`src/cmsc_pkg.sv`:
```
package cmsc_pkg;

   // Conversion modes selectable by software.
   typedef enum logic {CMSC_CONTINUOUS, CMSC_ONE_SHOT} cmsc_mode_t;

   // Filter paths.
   typedef enum logic [1:0] {CMSC_SINC5, CMSC_SINC3, CMSC_WIDEBAND} cmsc_filter_t;

   // Configuration presented by the control side.
   typedef struct packed {
      cmsc_mode_t mode;         // Requested conversion mode.
      cmsc_filter_t filter;     // Requested filter path.
      logic [15:0] ratePeriod;  // Result interval in clock cycles, minus one.
      logic [15:0] settleCount; // Filter settling in clock cycles.
      logic startEnable;        // General-purpose pin acts as START input.
      logic syncOutPosEdge;     // Restart output pulse aligned on the positive edge option.
   } cmsc_cfg_t;

   // Width of the cycle counters.
   localparam int CMSC_CNT_W = 16;
   // Added start-up latency of a one-shot conversion, in clock cycles.
   localparam logic [15:0] CMSC_START_LATENCY = 16'h0004;
   // Reset value of the result interval and settle counts.
   localparam logic [15:0] CMSC_RATE_RESET = 16'h0013;
   localparam logic [15:0] CMSC_SETTLE_RESET = 16'h0020;
   // Length of the restart output pulse in cycles.
   localparam logic [1:0] CMSC_SYNC_OUT_LEN = 2'h1;

endpackage

```
`src/cmsc_control.sv`:
```
`timescale 1ns/1ps

// Contract
// - Reset selects continuous conversion mode.
// - Continuous mode emits result every rate interval.
// - Wideband filter only in continuous mode.
// - One-shot restart edge sets output timing.
// - One-shot restart resets filter, clears valid.
// - Valid rises after full settling time.
// - One-shot stays quiet until next restart.
// - One-shot only with sinc5 or sinc3.
// - One-shot delay is settling plus start latency.
// - Sampled START pin makes aligned restart pulse.
// - Sync command makes local restart pulse.
// - Restart input sampled on rising clock.
// - Restart near valid edge may pass pulse.
// - Direct sync strobe leaves pin free.
// - Unsettled flag high until filter settles.
module cmsc_control (
   input wire logic clock,
   input wire logic srst,
   input wire cmsc_pkg::cmsc_cfg_t cfg,
   input wire logic syncIn,
   input wire logic startPin,
   input wire logic regRestart,
   input wire logic syncCommand,
   output logic resultValid,
   output logic syncOut,
   output logic filterUnsettled,
   output logic filterReset,
   output cmsc_pkg::cmsc_mode_t activeMode,
   output logic gpioFree,
   output logic cfgError
);

   // Sequencer states.
   typedef enum logic [1:0] {CMSC_RUN, CMSC_SETTLE, CMSC_IDLE} cmsc_state_t;

   // Complete state of the block in one record.
   typedef struct packed {
      cmsc_state_t state;
      cmsc_pkg::cmsc_mode_t mode;
      logic [15:0] count;
      logic syncMeta;
      logic syncSync;
      logic syncPrev;
      logic startMeta;
      logic startSync;
      logic startPrev;
      logic [1:0] outCount;
      logic valid;
      logic unsettled;
      logic filtReset;
      logic syncOut;
      logic gpioFree;
      logic cfgError;
   } cmsc_regs_t;

   cmsc_regs_t r_reg;  // Registered state.
   cmsc_regs_t r_next; // Next state.
   logic restartEdge;  // Rising edge of the restart input, or a register restart.
   logic startEdge;    // Rising edge of the synchronised START pin.
   logic badCombo;     // Filter not allowed with the requested mode.

   // Returns the settle plus start latency count for one-shot mode.
   function automatic logic [15:0] oneShotDelay(input logic [15:0] settle);
      oneShotDelay = 16'(settle + cmsc_pkg::CMSC_START_LATENCY);
   endfunction

   // Next-state logic for the whole block.
   always_comb begin
      r_next = r_reg;
      // Restart input and START pin are sampled through two flops each.
      r_next.syncMeta = syncIn;
      r_next.syncSync = r_reg.syncMeta;
      r_next.syncPrev = r_reg.syncSync;
      r_next.startMeta = startPin;
      r_next.startSync = r_reg.startMeta;
      r_next.startPrev = r_reg.startSync;
      // A result already on its way still leaves while a pin edge crosses the flops.
      restartEdge = (r_reg.syncSync & ~r_reg.syncPrev) | regRestart;
      startEdge = cfg.startEnable & r_reg.startSync & ~r_reg.startPrev;
      // One-shot with the wideband path is refused; continuous stays in force.
      badCombo = (cfg.mode == cmsc_pkg::CMSC_ONE_SHOT) &&
         (cfg.filter == cmsc_pkg::CMSC_WIDEBAND);
      r_next.cfgError = badCombo;
      r_next.gpioFree = ~cfg.startEnable;
      r_next.valid = 1'b0;
      r_next.filtReset = 1'b0;
      // Restart output pulse generation from START or the sync command.
      if (startEdge || syncCommand) begin
         r_next.outCount = cmsc_pkg::CMSC_SYNC_OUT_LEN;
      end else if (r_reg.outCount != 2'h0) begin
         r_next.outCount = 2'(r_reg.outCount - 2'h1);
      end
      r_next.syncOut = (startEdge || syncCommand) || (r_reg.outCount > 2'h1);
      if (restartEdge) begin
         // A restart resets the filter and applies the requested mode, or continuous when the combination is refused.
         r_next.mode = badCombo ? cmsc_pkg::CMSC_CONTINUOUS : cfg.mode;
         r_next.filtReset = 1'b1;
         r_next.unsettled = 1'b1;
         r_next.state = CMSC_SETTLE;
         r_next.count = (r_next.mode == cmsc_pkg::CMSC_ONE_SHOT) ?
            oneShotDelay(cfg.settleCount) : cfg.settleCount;
      end else begin
         case (r_reg.state)
            // Continuous conversion: one result each interval.
            CMSC_RUN: begin
               if (r_reg.count >= cfg.ratePeriod) begin
                  r_next.count = 16'h0000;
                  r_next.valid = 1'b1;
               end else begin
                  r_next.count = 16'(r_reg.count + 16'h0001);
               end
            end
            // Waiting for the filter to settle.
            CMSC_SETTLE: begin
               if (r_reg.count <= 16'h0001) begin
                  r_next.valid = 1'b1;
                  r_next.unsettled = 1'b0;
                  r_next.count = 16'h0000;
                  r_next.state = (r_reg.mode == cmsc_pkg::CMSC_ONE_SHOT) ?
                     CMSC_IDLE : CMSC_RUN;
               end else begin
                  r_next.count = 16'(r_reg.count - 16'h0001);
               end
            end
            // One-shot result delivered; wait for the next restart.
            CMSC_IDLE: begin
               r_next.count = 16'h0000;
            end
            default: begin
               r_next.state = CMSC_RUN;
            end
         endcase
      end
   end

   // State register with synchronous reset.
   always_ff @(posedge clock) begin
      if (srst) begin
         r_reg <= '0;
         r_reg.mode <= cmsc_pkg::CMSC_CONTINUOUS;
         // The filter flushes after reset, so no result leaves while it is unsettled.
         r_reg.state <= CMSC_SETTLE;
         r_reg.count <= cmsc_pkg::CMSC_SETTLE_RESET;
         r_reg.unsettled <= 1'b1;
         r_reg.gpioFree <= 1'b1;
      end else begin
         r_reg <= r_next;
      end
   end

   // Outputs straight from flops.
   assign resultValid = r_reg.valid;
   assign syncOut = r_reg.syncOut;
   assign filterUnsettled = r_reg.unsettled;
   assign filterReset = r_reg.filtReset;
   assign activeMode = r_reg.mode;
   assign gpioFree = r_reg.gpioFree;
   assign cfgError = r_reg.cfgError;

   // Reset leaves the block in continuous mode.
   property p_reset_mode;
      @(posedge clock) srst |=> (activeMode == cmsc_pkg::CMSC_CONTINUOUS);
   endproperty
   a_reset_mode: assert property (p_reset_mode) else $error("mode not continuous");

   // Restart pulse clears valid and resets the filter next cycle.
   property p_restart;
      @(posedge clock) disable iff (srst) regRestart |=> (filterReset && !resultValid);
   endproperty
   a_restart: assert property (p_restart) else $error("restart not applied");

   // Unsettled flag rises with the filter reset.
   property p_unsettled;
      @(posedge clock) disable iff (srst) filterReset |-> filterUnsettled;
   endproperty
   a_unsettled: assert property (p_unsettled) else $error("flag not set");

   // A register restart requesting wideband one-shot leaves continuous mode active.
   property p_no_wide_oneshot;
      @(posedge clock) disable iff (srst)
         (regRestart && badCombo) |=> (activeMode == cmsc_pkg::CMSC_CONTINUOUS);
   endproperty
   a_no_wide_oneshot: assert property (p_no_wide_oneshot) else $error("wideband one-shot");

   // Valid implies filter settled.
   property p_valid_settled;
      @(posedge clock) disable iff (srst) resultValid |-> !filterUnsettled;
   endproperty
   a_valid_settled: assert property (p_valid_settled) else $error("valid while unsettled");

   // In idle no result appears without a restart.
   property p_idle_quiet;
      @(posedge clock) disable iff (srst)
         (r_reg.state == CMSC_IDLE && !restartEdge) |=> !resultValid;
   endproperty
   a_idle_quiet: assert property (p_idle_quiet) else $error("one-shot extra result");

   // Sync command yields restart output next cycle.
   property p_sync_cmd;
      @(posedge clock) disable iff (srst) syncCommand |=> syncOut;
   endproperty
   a_sync_cmd: assert property (p_sync_cmd) else $error("no sync out");

   // Pin edge reaches the filter reset after three flops, even for a one-cycle pulse.
   property p_pin_sample;
      @(posedge clock) disable iff (srst) $rose(syncIn) |-> ##3 filterReset;
   endproperty
   a_pin_sample: assert property (p_pin_sample) else $error("pin restart lost");

   // Main scenarios.
   c_oneshot: cover property (@(posedge clock) r_reg.state == CMSC_IDLE);
   c_cont_valid: cover property (@(posedge clock) resultValid && r_reg.state == CMSC_RUN);
   c_start: cover property (@(posedge clock) startEdge);

endmodule // cmsc_control

```
`config.mk`:
```
export PLATFORM = sky130hd
export DESIGN_NAME = cmsc_control
export DESIGN_NICKNAME = d
export VERILOG_FILES = /design/src/cmsc_pkg.sv /design/src/cmsc_control.sv
export SDC_FILE = /design/constraint.sdc
export NUM_CORES = 1
export LEC_CHECK = 0
export ABC_AREA = 0
export BUFFER_PORTS_ARGS = -buffer_cell sky130_fd_sc_hd__buf_2
export CORE_MARGIN = 1
export CORE_UTILIZATION = 45
export DETAILED_ROUTE_END_ITERATION = 16
export PLACE_DENSITY = 0.66
export SLEW_MARGIN = 20
export SYNTH_ARGS = -nofsm -noshare
export SYNTH_HDL_FRONTEND = slang
export SYNTH_SLANG_ARGS = --single-unit
export TNS_END_PERCENT = 100
```
`constraint.sdc`:
```
create_clock -name clock -period 2.6 [get_ports clock]
set_input_delay 0 -clock clock [delete_from_list [all_inputs] [get_ports clock]]
set_output_delay 0 -clock clock [all_outputs]
set_load 0.005 [all_outputs]
```
# [Word-level counts from Yosys, hierarchy flattened]
# Index checks and enable logic that the tools add are counted.
[classes] addsub=4 n_lt_le_gt_ge=3 n_eq_ne=4 muxes=15 n_bitwise=8 reduce_logical=12
[op_table] operator="$mux 16" count=4
[op_table] operator="$pmux 16 s3" count=1
[op_table] operator="$add 16x1->16 const B" count=1
[op_table] operator="$add 16x3->16 const B" count=1
[op_table] operator="$ge 16x16->1" count=1
[op_table] operator="$le 16x1->1 const B" count=1
[op_table] operator="$sub 16x1->16 const B" count=1
[op_table] operator="$mux 2" count=3
[op_table] operator="$reduce_or 2->1" count=3
[op_table] operator="$mux 1" count=5
[op_table] operator="$eq 2x2->1 const B" count=2
[op_table] operator="$not 1->1" count=4
[op_table] operator="$pmux 2 s2" count=1
[op_table] operator="$reduce_and 2->1" count=2
[op_table] operator="$reduce_bool 2->1" count=2
[op_table] operator="$reduce_bool 4->1" count=1
[op_table] operator="$and 1x1->1" count=3
[op_table] operator="$eq 2x1->1 const B" count=1
[op_table] operator="$gt 2x1->1 const B" count=1
[op_table] operator="$logic_not 2->1" count=1
[op_table] operator="$logic_or 1x1->1" count=2
[op_table] operator="$ne 2x2->1 const B" count=1
[op_table] operator="$pmux 1 s2" count=1
[op_table] operator="$sub 2x1->2 const B" count=1
[op_table] operator="other kinds (2)" count=2
[totals] reg_bits=33 input_bits=43 elab_cells=63

# [Logic depth before layout (Yosys ltp)]
# Gate-level depths: netlist (run 1).
[depth] word_depth=5 mapped_depth=8 ltp_nobuf=7

# [Worst setup path before layout (run 1)]
# No wires, ideal clock.
[synth_path] kind="flip-flop to flip-flop" start="reg r_reg[15] (netlist name)" end="reg r_reg[20] (netlist name)" setup_ns=0.095 t_arrival_ns=2.024 required_time_ns=2.505 setup_slack_ns=0.481 stages_incl_launch_ff=8 synth_period_minus_slack_ns=2.119 cell_sequence="dfxtp_1 > ha_1 > nor2b_1 > o211a_1 > o311ai_2 > clkbuf_1 > nand4_1 > a221oi_1"
[synth_via] elab_chain_cells=4 word_cells_on_any_way=8
[synth_rtl] item="from (decl)" line_no="cmsc_control.sv:59" text="cmsc_regs_t r_reg;"
[synth_rtl] item="from (signal assigned)" line_no="cmsc_control.sv:150" text="r_reg <= r_next;"
[synth_rtl] item="$sub 16x1->16, or another cell as far along" line_no="cmsc_control.sv:125" text="r_next.count = 16'(r_reg.count - 16'h0001);"
[synth_rtl] item="$mux 16 (on tied branches)" line_no="cmsc_control.sv:118, cmsc_control.sv:109"
[synth_rtl] item="$pmux 16 s3 (*)" line_no="cmsc_control.sv:106" text="case (r_reg.state)"
[synth_rtl] item="$mux 16 (*)" line_no="cmsc_control.sv:97" text="if (restartEdge) begin"
# Every way passes the cells marked *; elsewhere a longest branch is shown, timed or not.
# A chain may end at the register's enable or synchronous reset.

# [Final worst setup path (run 1)]
[layout_path] start="reg r_reg[15] (netlist name)" end="reg r_reg[25] (netlist name)"
# Same word-level chain as after synthesis.

==> impl_metrics.csv, run 1 <==
group,metric,value,unit
power_and_ir_drop,cellPowerDensity,411,mW/mm^2
setup_path,regToRegStartpoint,"r_reg[15]",
setup_path,cp.required,2.80,ns
placed_design,dp_hpwl,5.53,mm
layout,largest_register_ffs,22,
placed_design,port_buffers,48,
setup_path,cp.arrival,2.42,ns
drt,wirelength,7.47,mm
drt,drt_iter0_drc,278,
clock_network,clock_sinks,33,
drt,drc_errors,0,
setup_path,cp_max_fo,11,
grt,use_met2,38.1,%
grt,antenna_found_initial,0,
power_and_ir_drop,ir_drop,297,uV
drt,vias_per_cell,5.70,
floorplan,core,0.00603,mm^2
clock_network,cts_buffer_depth,2,
grt,grt_pass1_wl,12.4,mm
power_and_ir_drop,p_leak,1.42,nW
synth,ys.flop_type,"dfxtp_1",
synth,avgSynthCellArea,7.74,um^2
power_and_ir_drop,p_total,1.39,mW
setup_path,criticalPathCategory,"reg2reg",
sta,timing.slew.headroom,59.9,%
synth,synth.distinct_cells,52,
layout,fin_cells,502,
floorplan,start_util,47.6,%
layout,nNetsFinal,494,
synth,synth_edf_count,0,
layout,antenna_cells,0,
drt,wl_per_cell,14.9,um
clock_network,clk_pin_slew_worst_paths,0.08,ns
status,run_status,"complete, no violations",
clock_network,root_buffer,"clkbuf_8",
grt,grt-busiest-layer,"met2",
drt,first_pass_iters,4,
sta,hold_violations,0,
setup_path,cp-start-kind,"flip-flop",
clock_network,cts_resized,0,
placed_design,placedCellCount,489,
clock_network,cts_max_level,2,
worst_hold_path,hp-class,"in2reg",
sta,drv_slew,0,
placed_design,gp_congestion,0.900,
synth,syn_area,0.00287,mm^2
setup_path,startpoint,"r_reg[15]",
clock_network,postCtsSetupBuffers,0,
sta,worst_pin_slew,0.602,ns
sta,fin_crit_sh,85.3,%
floorplan,dieArea,0.00670,mm^2
sta,setup_tns,0,ns
sta,finalSetupViolations,0,
floorplan,num_rows,28,
setup_path,cp-end-kind,"flip-flop",
grt,grt_use_met3,3.56,%
grt,grt_pass1_vias,2593,
sta,rsz0062_at_grt,"no",
synth,synth_seq_cells,33,
clock_network,clk_latency,0.29,ns
sta,final.min_clock_period,2.22,ns
synth,netlist_instances,371,
floorplan,io_pins,50,
synth,syn_nets,439,
clock_network,numCtsBuffers,5,
drt,vias,2861,
grt,overflow,0,
drt,ant_nets,0,
synth,yosysWarnings,0,
run,maxCapViolations,0,
synth,synthArstFlopShare,0,%
synth,seq_area_frac_synth,23.0,%
sta,skew,0.00809,ns
clock_network,tritoncts,"built",
layout,area_growth,17.7,%
grt,grtUsageMet1,33.2,%
floorplan,die_w,81.9,um
grt,grt_start_max_net_pins,33,
floorplan,die_h,81.9,um
grt,grtUsageTotal,23.9,%
sta,max_clock_freq,451,MHz
layout,drive_above_1_share,20.4,%
worst_hold_path,hold_start,"cfg[36]",
## synth_stat cells (2+ instances only)
cell       count  area share [%]
a221oi_1       9             2.7
and2_1         4            0.87
buf_2          5            0.87
a311oi_1       2            0.61
o21bai_1       8             2.1
clkbuf_1      19             2.5
nand3_1       15             2.6
o31ai_1        3            0.78
nor4_1         5             1.1
nand4_1       23             5.0
a21oi_1       21             3.7
nor3b_1        3            0.78
o21a_1         4             1.0
and3_1         3            0.65
a31oi_1        4            0.87
o31a_1         3            0.92
nand3b_1       2            0.52
nand2b_1       6             1.3
nor2b_1       10             2.2
nand2_1       21             2.7
nand4b_1       2            0.61
buf_6          2            0.78
a2111oi_0      2            0.61
nor3_1        13             2.3
o2111ai_1      2            0.61
a311o_1        2            0.70
o21ai_0        8             1.4
or2_2          2            0.44
inv_1         29             3.8
dfxtp_1       33              23
nor2_1        25             3.3
xnor2_1       31             9.5
xor2_1         4             1.2
ha_1          25              11
a21boi_0       3            0.78
and4_1         2            0.61
## cell families (layout without fill, tap and decap cells)
logic type                 after synthesis  after routing  synth area share [%]
buffers and inverters                   55            111                  7.93
DFF                                     33             33                  23.0
adders and majority gates               25             25                  10.9
xor gates and xnor gates                35             35                  10.7
and+or+nand+nor                        142            142                  27.3
AOI/OAI and AO/OA                       81             81                  20.1
## area by class of cell
class	count	area, um^2
multi-input combinational	283	1980
clock buffer	5	68.8
fill	573	2650
inverter	29	109
clock inverter	3	17.5
tap	75	93.8
sequential	33	661
timing repair buffer	74	448
## per-layer routing
layer,part of all wire [%],vias up,wire length (um)
met5,0,-,0
met4,1.3,0,99
met3,7.2,9,536
met2,45,110,3330
met1,47,1301,3500
li1,-,1441,-
## report_power, final
part           switching [mW]  internal [mW]  total [mW]
Sequential             0.0431          0.540       0.583
Combinational           0.217          0.198       0.415
Clock                   0.206          0.185       0.391
## metrics by stage
stage                     hold slack [ns]  util [%]  instance area (um^2)  worst slack (ns)
after floorplan                    0.0737         -                  2870             0.481
after global placement              0.193      53.8                  3240             0.427
after detailed placement            0.198      53.8                  3240             0.394
after CTS                          0.0135      56.1                  3380             0.366
after global routing               0.0247      56.1                  3380             0.147
final                              0.0180      56.1                  3380             0.382
## timing repair
action	4_1_cts	5_1_grt
setup endpoints to repair	0	0
hold buffers	5	0
endpoints found under the hold margin	5	0
## layout by cell type, fill, tap and decap left out, drive strengths merged, types with 5 or more instances in the layout
master,count
xnor2,31
nor2b,10
dfxtp,33
nor3,13
ha,25
a21oi,22
inv,29
clkbuf,5
dlygate4sd3,5
nor2,25
a221oi,9
nand2b,6
buf,69
nand3,15
nand4,23
nor4,5
o21ai,9
o21bai,8
nand2,21
## worst paths after layout
path | end | slack (ns) | depth (start not counted)
hold / removal | cfgError | 0.02 | 2
hold reg to reg | r_next[11] | 0.45 | 1
setup / recovery | r_reg[25] | 0.38 | 8
setup reg to reg | r_reg[25] | 0.38 | 8
## worst max-delay path, stage by stage, from the launching register on
cell and delay [ns]:
dfxtp_1 0.44, inv_1 0.12, ha_1 0.24, nor2_1 0.18, nor4b_4 0.08, a21oi_2 0.49
buf_4 0.25, a21oi_1 0.07, a221oi_1 0.27
Note: power is estimated with default switching activity, not from simulation.
==> inputs of run 2 (changes only) <==
--- a/config.mk
+++ b/config.mk
@@ -6,7 +6,7 @@
 export NUM_CORES = 1
 export LEC_CHECK = 0
 export ABC_AREA = 0
-export BUFFER_PORTS_ARGS = -buffer_cell sky130_fd_sc_hd__buf_2
+export BUFFER_PORTS_ARGS = -buffer_cell sky130_fd_sc_hd__buf_4
 export CORE_MARGIN = 1
 export CORE_UTILIZATION = 45
 export DETAILED_ROUTE_END_ITERATION = 16
==> impl_metrics.csv, run 2 (synthesized netlist as in run 1, its figures left out) <==
group,metric,value,unit
layout,fin_cells,504,
placed_design,placed_area,0.00339,mm^2
placed_design,port_buffers,48,
grt,use_met2,38.4,%
grt,grt_use_met3,4.00,%
run,maxCapViolations,0,
sta,max_clock_freq,431,MHz
worst_hold_path,hold_end,"r_reg[14]",
status,run_status,"finished, violations left",
worst_hold_path,hold_start,"cfg[2]",
layout,area_growth,23.4,%
layout,antenna_cells,0,
grt,grtUsageMet1,32.6,%
drt,first_pass_iters,4,
power_and_ir_drop,ir_drop,341,uV
placed_design,dp_hpwl,5.67,mm
drt,vias,2890,
layout,layout_common_cells,"72 x buf_4, 33 x dfxtp_1, 31 x xnor2_1",
clock_network,tritoncts,"built",
drt,ant_nets,0,
power_and_ir_drop,p_leak,1.48,nW
setup_path,criticalPathCategory,"reg2reg",
setup_path,rrSetupSlack,0.28,ns
floorplan,core,0.00603,mm^2
layout,layout_commonest_cell,"buf_4",
placed_design,placedCellCount,492,
sta,fin_crit_sh,89.2,%
layout,nNetsFinal,496,
setup_path,rr_endpoint,"r_reg[15]",
sta,finalSetupViolations,0,
clock_network,clk_pin_slew_worst_paths,0.07,ns
power_and_ir_drop,p_total,1.54,mW
clock_network,cts_max_level,2,
drt,drt_iter0_drc,193,
clock_network,clk_latency,0.29,ns
sta,fin_hold_ws,-0.000908,ns
setup_path,cp.required,2.79,ns
clock_network,clock_sinks,33,
layout,largest_register_ffs,22,
setup_path,cp.arrival,2.51,ns
sta,timing.slew.headroom,49.9,%
clock_network,cts_resized,0,
sta,worst_pin_slew,0.752,ns
setup_path,regToRegStartpoint,"r_reg[15]",
worst_hold_path,hp-class,"in2reg",
grt,grtUsageTotal,23.8,%
sta,rsz0062_at_grt,"no",
drt,vias_per_cell,5.73,
floorplan,start_util,47.6,%
layout,design_area,0.00354,mm^2
floorplan,dieArea,0.00670,mm^2
grt,grt_pass1_wl,12.4,mm
sta,hold_violations,1,
clock_network,root_buffer,"clkbuf_8",
sta,setup_tns,0,ns
drt,wirelength,7.54,mm
setup_path,crit_family,"compound AO/OA/AOI/OAI gates",
grt,grt_pass1_vias,2595,
clock_network,cts_buffer_depth,2,
setup_path,worst_path_max_delay_cell,"a21oi_2",
power_and_ir_drop,cellPowerDensity,434,mW/mm^2
layout,drive_above_1_share,20.7,%
floorplan,die_h,81.9,um
clock_network,numCtsBuffers,5,
grt,overflow,0,
setup_path,slowest_delay,0.59,ns
setup_path,cp-end-kind,"flip-flop",
sta,skew,0.00749,ns
drt,drc_errors,0,
floorplan,die_w,81.9,um
setup_path,reg2regPathDepth,7,
grt,grt_start_max_net_pins,33,
sta,drv_slew,0,
grt,antenna_found_initial,0,
sta,final.min_clock_period,2.32,ns
floorplan,num_rows,28,
setup_path,cp-start-kind,"flip-flop",
setup_path,cp_max_fo,14,
grt,grt-busiest-layer,"met2",
drt,wl_per_cell,15.0,um
status,violations,"hold timing",
setup_path,path_cells,"inv_1 -> ha_1 -> nor2_1 -> nor4b_4 -> a21oi_2 -> or2b_1 -> a311oi_1",
worst_hold_path,min_path_cells,3,
placed_design,gp_congestion,0.893,
setup_path,cp.buffers_inverters,1,
floorplan,io_pins,50,
run 2: cell types whose count changed in the layout (fill, tap and decap cells not counted), sizes merged:
| cell | previous run | this run |
|---|---|---|
| clkinv | 2 | 0 |
| bufinv | 0 | 1 |
| dlygate4sd3 | 5 | 4 |
| buf | 69 | 72 |
| clkinvlp | 1 | 0 |
| clkbuf | 5 | 7 |
run 2: metrics by stage:
step           utilization, %  setup slack (ns)
2_1_floorplan               -             0.481
3_3_place_gp             56.2             0.372
3_5_place_dp             56.2             0.330
4_1_cts                  58.8             0.321
5_1_grt                  58.8             0.102
6_report                 58.8             0.281
run 2: power breakdown:
part	switching [mW]	internal [mW]
registers	0.0319	0.540
logic	0.232	0.222
clock network	0.198	0.313
total	0.462	1.07
run 2: worst min-delay path, delay by kind of cell:
family	cells	cell delay (ns)
buf+inv	1	0.11
simple gates	1	0.05
compound gates	1	0.06
run 2: timing repair:
action	4_1_cts	5_1_grt
setup endpoints to repair	0	0
buffers inserted	0	0
hold buffers	4	0
hold endpoints to repair	5	0
run 2: worst max-delay path by stage:
stage / startpoint / cells past startpoint / endpoint
floorplan: r_reg[15] / 7 / r_reg[20]
global placement: r_reg[15] / 8 / r_reg[24]
detailed placement: r_reg[15] / 8 / r_reg[24]
CTS: r_reg[15] / 8 / r_reg[24]
global route: r_reg[15] / 7 / r_reg[23]
finish: r_reg[15] / 7 / r_reg[15]
run 2: metal layers:
metal / vias to the layer above / share of wire [%]
li1: 1449 / -
met1: 1326 / 49
met2: 98 / 44
met3: 17 / 5.7
met4: 0 / 1.6
met5: - / 0
run 2: area by class of cell:
class / instances / area [um^2]
Sequential cell: 33 / 661
Tap cell: 75 / 93.8
Timing Repair Buffer: 76 / 581
Inverter: 29 / 109
Clock buffer: 7 / 86.3
Multi-Input combinational cell: 283 / 1980
Fill cell: 581 / 2480
Clock inverter: 1 / 30.0
==> inputs of run 3 (changes only) <==
--- a/config.mk
+++ b/config.mk
@@ -7,6 +7,7 @@
 export LEC_CHECK = 0
 export ABC_AREA = 0
 export BUFFER_PORTS_ARGS = -buffer_cell sky130_fd_sc_hd__buf_4
+export CAP_MARGIN = 10
 export CORE_MARGIN = 1
 export CORE_UTILIZATION = 45
 export DETAILED_ROUTE_END_ITERATION = 16
==> constraint.sdc (replaced) <==
create_clock -name clock -period 2.5 [get_ports clock]
set_input_delay 0 -clock clock [delete_from_list [all_inputs] [get_ports clock]]
set_output_delay 0 -clock clock [all_outputs]
set_load 0.005 [all_outputs]
==> impl_metrics.csv, run 3 (synthesized netlist as in run 1, its figures left out) <==
group,metric,value,unit
clock_network,clock_sinks,33,
status,run_status,"complete, no violations",
clock_network,cts_resized,0,
layout,area_growth,21.8,%
layout,nNetsFinal,494,
drt,drt_iter0_drc,328,
placed_design,port_buffers,48,
clock_network,cts_buffer_depth,2,
worst_hold_path,hold_end,"cfgError",
power_and_ir_drop,pwr-share-seq,42.0,%
drt,vias,2866,
power_and_ir_drop,p_total,1.45,mW
drt,wl_per_cell,15.0,um
layout,antenna_cells,0,
setup_path,cp.arrival,2.47,ns
drt,vias_per_cell,5.71,
clock_network,clk_latency,0.29,ns
sta,fin_crit_sh,92.1,%
clock_network,root_buffer,"clkbuf_8",
setup_path,regToRegStartpoint,"r_reg[15]",
power_and_ir_drop,p_sw,0.469,mW
floorplan,core,0.00603,mm^2
layout,largest_register_ffs,22,
power_and_ir_drop,ir_drop,368,uV
power_and_ir_drop,p_sw_share,32.4,%
power_and_ir_drop,share_comb_of_total_power,31.1,%
drt,wirelength,7.51,mm
clock_network,postCtsSetupBuffers,0,
sta,worst_pin_slew,0.760,ns
clock_network,cts_hold_buf,5,
floorplan,start_util,47.6,%
grt,grt_pass1_wl,12.6,mm
floorplan,io_pins,50,
setup_path,cp_max_fo,16,
drt,first_pass_iters,4,
worst_hold_path,hp-class,"in2reg",
setup_path,criticalPathCategory,"reg2reg",
clock_network,clk_pin_slew_worst_paths,0.07,ns
setup_path,cp-end-kind,"flip-flop",
drt,drc_errors,0,
grt,grtUsageTotal,24.4,%
power_and_ir_drop,intPower,0.981,mW
layout,layout_commonest_cell,"buf_4",
worst_hold_path,hold_start,"cfg[36]",
drt,ant_nets,0,
power_and_ir_drop,p_leak,1.46,nW
setup_path,rrSetupSlack,0.20,ns
layout,final_core_util,58.0,%
clock_network,tritoncts,"built",
sta,finalSetupViolations,0,
placed_design,dp_hpwl,5.63,mm
power_and_ir_drop,cellPowerDensity,415,mW/mm^2
setup_path,reg2regPathDepth,7,
sta,max_clock_freq,434,MHz
layout,layout_common_cells,"69 x buf_4, 33 x dfxtp_1, 31 x xnor2_1",
clock_network,cts_max_level,2,
clock_network,numCtsBuffers,5,
floorplan,dieArea,0.00670,mm^2
grt,antenna_found_initial,0,
sta,setup_tns,0,ns
grt,grt_pass1_vias,2648,
grt,grt_start_max_net_pins,33,
sta,rsz0062_at_grt,"no",
worst_hold_path,min_path_cells,2,
sta,timing.slew.headroom,49.3,%
sta,hold_violations,0,
floorplan,num_rows,28,
sta,final.min_clock_period,2.30,ns
sta,drv_slew,0,
floorplan,die_h,81.9,um
sta,skew,0.00798,ns
setup_path,cp-start-kind,"flip-flop",
power_and_ir_drop,clkPwrFrac,26.9,%
setup_path,cp.required,2.67,ns
layout,drive_above_1_share,20.1,%
grt,overflow,0,
floorplan,die_w,81.9,um
placed_design,gp_congestion,0.861,
setup_path,rr_endpoint,"r_reg[16]",
run,maxCapViolations,0,
run 3: cell count changes in the layout (fill, tap and decap cells not counted), sizes merged:
cell	before	now
buf	72	69
bufinv	1	0
dlygate4sd3	4	5
clkinv	0	2
clkbuf	7	6
run 3: per-stage QoR:
stage / std cells / hold WS [ns] / worst slack, ns / cell area, um^2
after floorplan: 371 / 0.0737 / 0.381 / 2870
after global placement: 489 / 0.187 / 0.296 / 3360
after detailed placement: 489 / 0.184 / 0.249 / 3360
after CTS: 502 / 0.0180 / 0.244 / 3500
after global routing: 502 / 0.0212 / 0.00504 / 3500
final: 502 / 0.0235 / 0.198 / 3500
run 3: routing by layer:
metal / vias up / track usage, % / routed length (um)
li1: 1444 / - / -
met1: 1314 / 33.0 / 3450
met2: 101 / 39.8 / 3410
met3: 7 / 4.56 / 569
met4: 0 / 5.79 / 76
met5: - / 0 / 0
run 3: cell type report:
cell class / instances / area (um^2)
Timing Repair Buffer: 74 / 568
Tap cell: 75 / 93.8
Inverter: 29 / 109
Clock inverter: 2 / 10.0
Multi-Input combinational cell: 283 / 1980
Clock buffer: 6 / 72.6
Fill cell: 579 / 2530
Sequential cell: 33 / 661
run 3: worst max-delay path, stage by stage, from the launching register on:
cell and delay [ns]:
dfxtp_1 0.44, inv_1 0.11, ha_1 0.24, nor2_1 0.20, nor4b_4 0.08, a21oi_2 0.60
a21oi_1 0.14, a2111oi_0 0.38
run 3: worst max path at each step:
stage / from / to / slack (ns) / depth (start not counted)
after floorplan: r_reg[15] / r_reg[20] / 0.38 / 7
after global placement: r_reg[15] / r_reg[16] / 0.30 / 7
after detailed placement: r_reg[15] / r_reg[16] / 0.25 / 7
after CTS: r_reg[15] / r_reg[16] / 0.24 / 7
after global routing: r_reg[15] / r_reg[18] / 0.005 / 7
final: r_reg[15] / r_reg[16] / 0.20 / 7
run 3: power groups by stage:
stage                     Clock, mW  Combinational [mW]  Sequential (mW)
after global placement            0               0.431            0.618
after CTS                     0.402               0.451            0.608
after global routing          0.431               0.502            0.614
after floorplan                   0               0.301            0.596
after detailed placement          0               0.442            0.620
final                         0.391               0.450            0.609
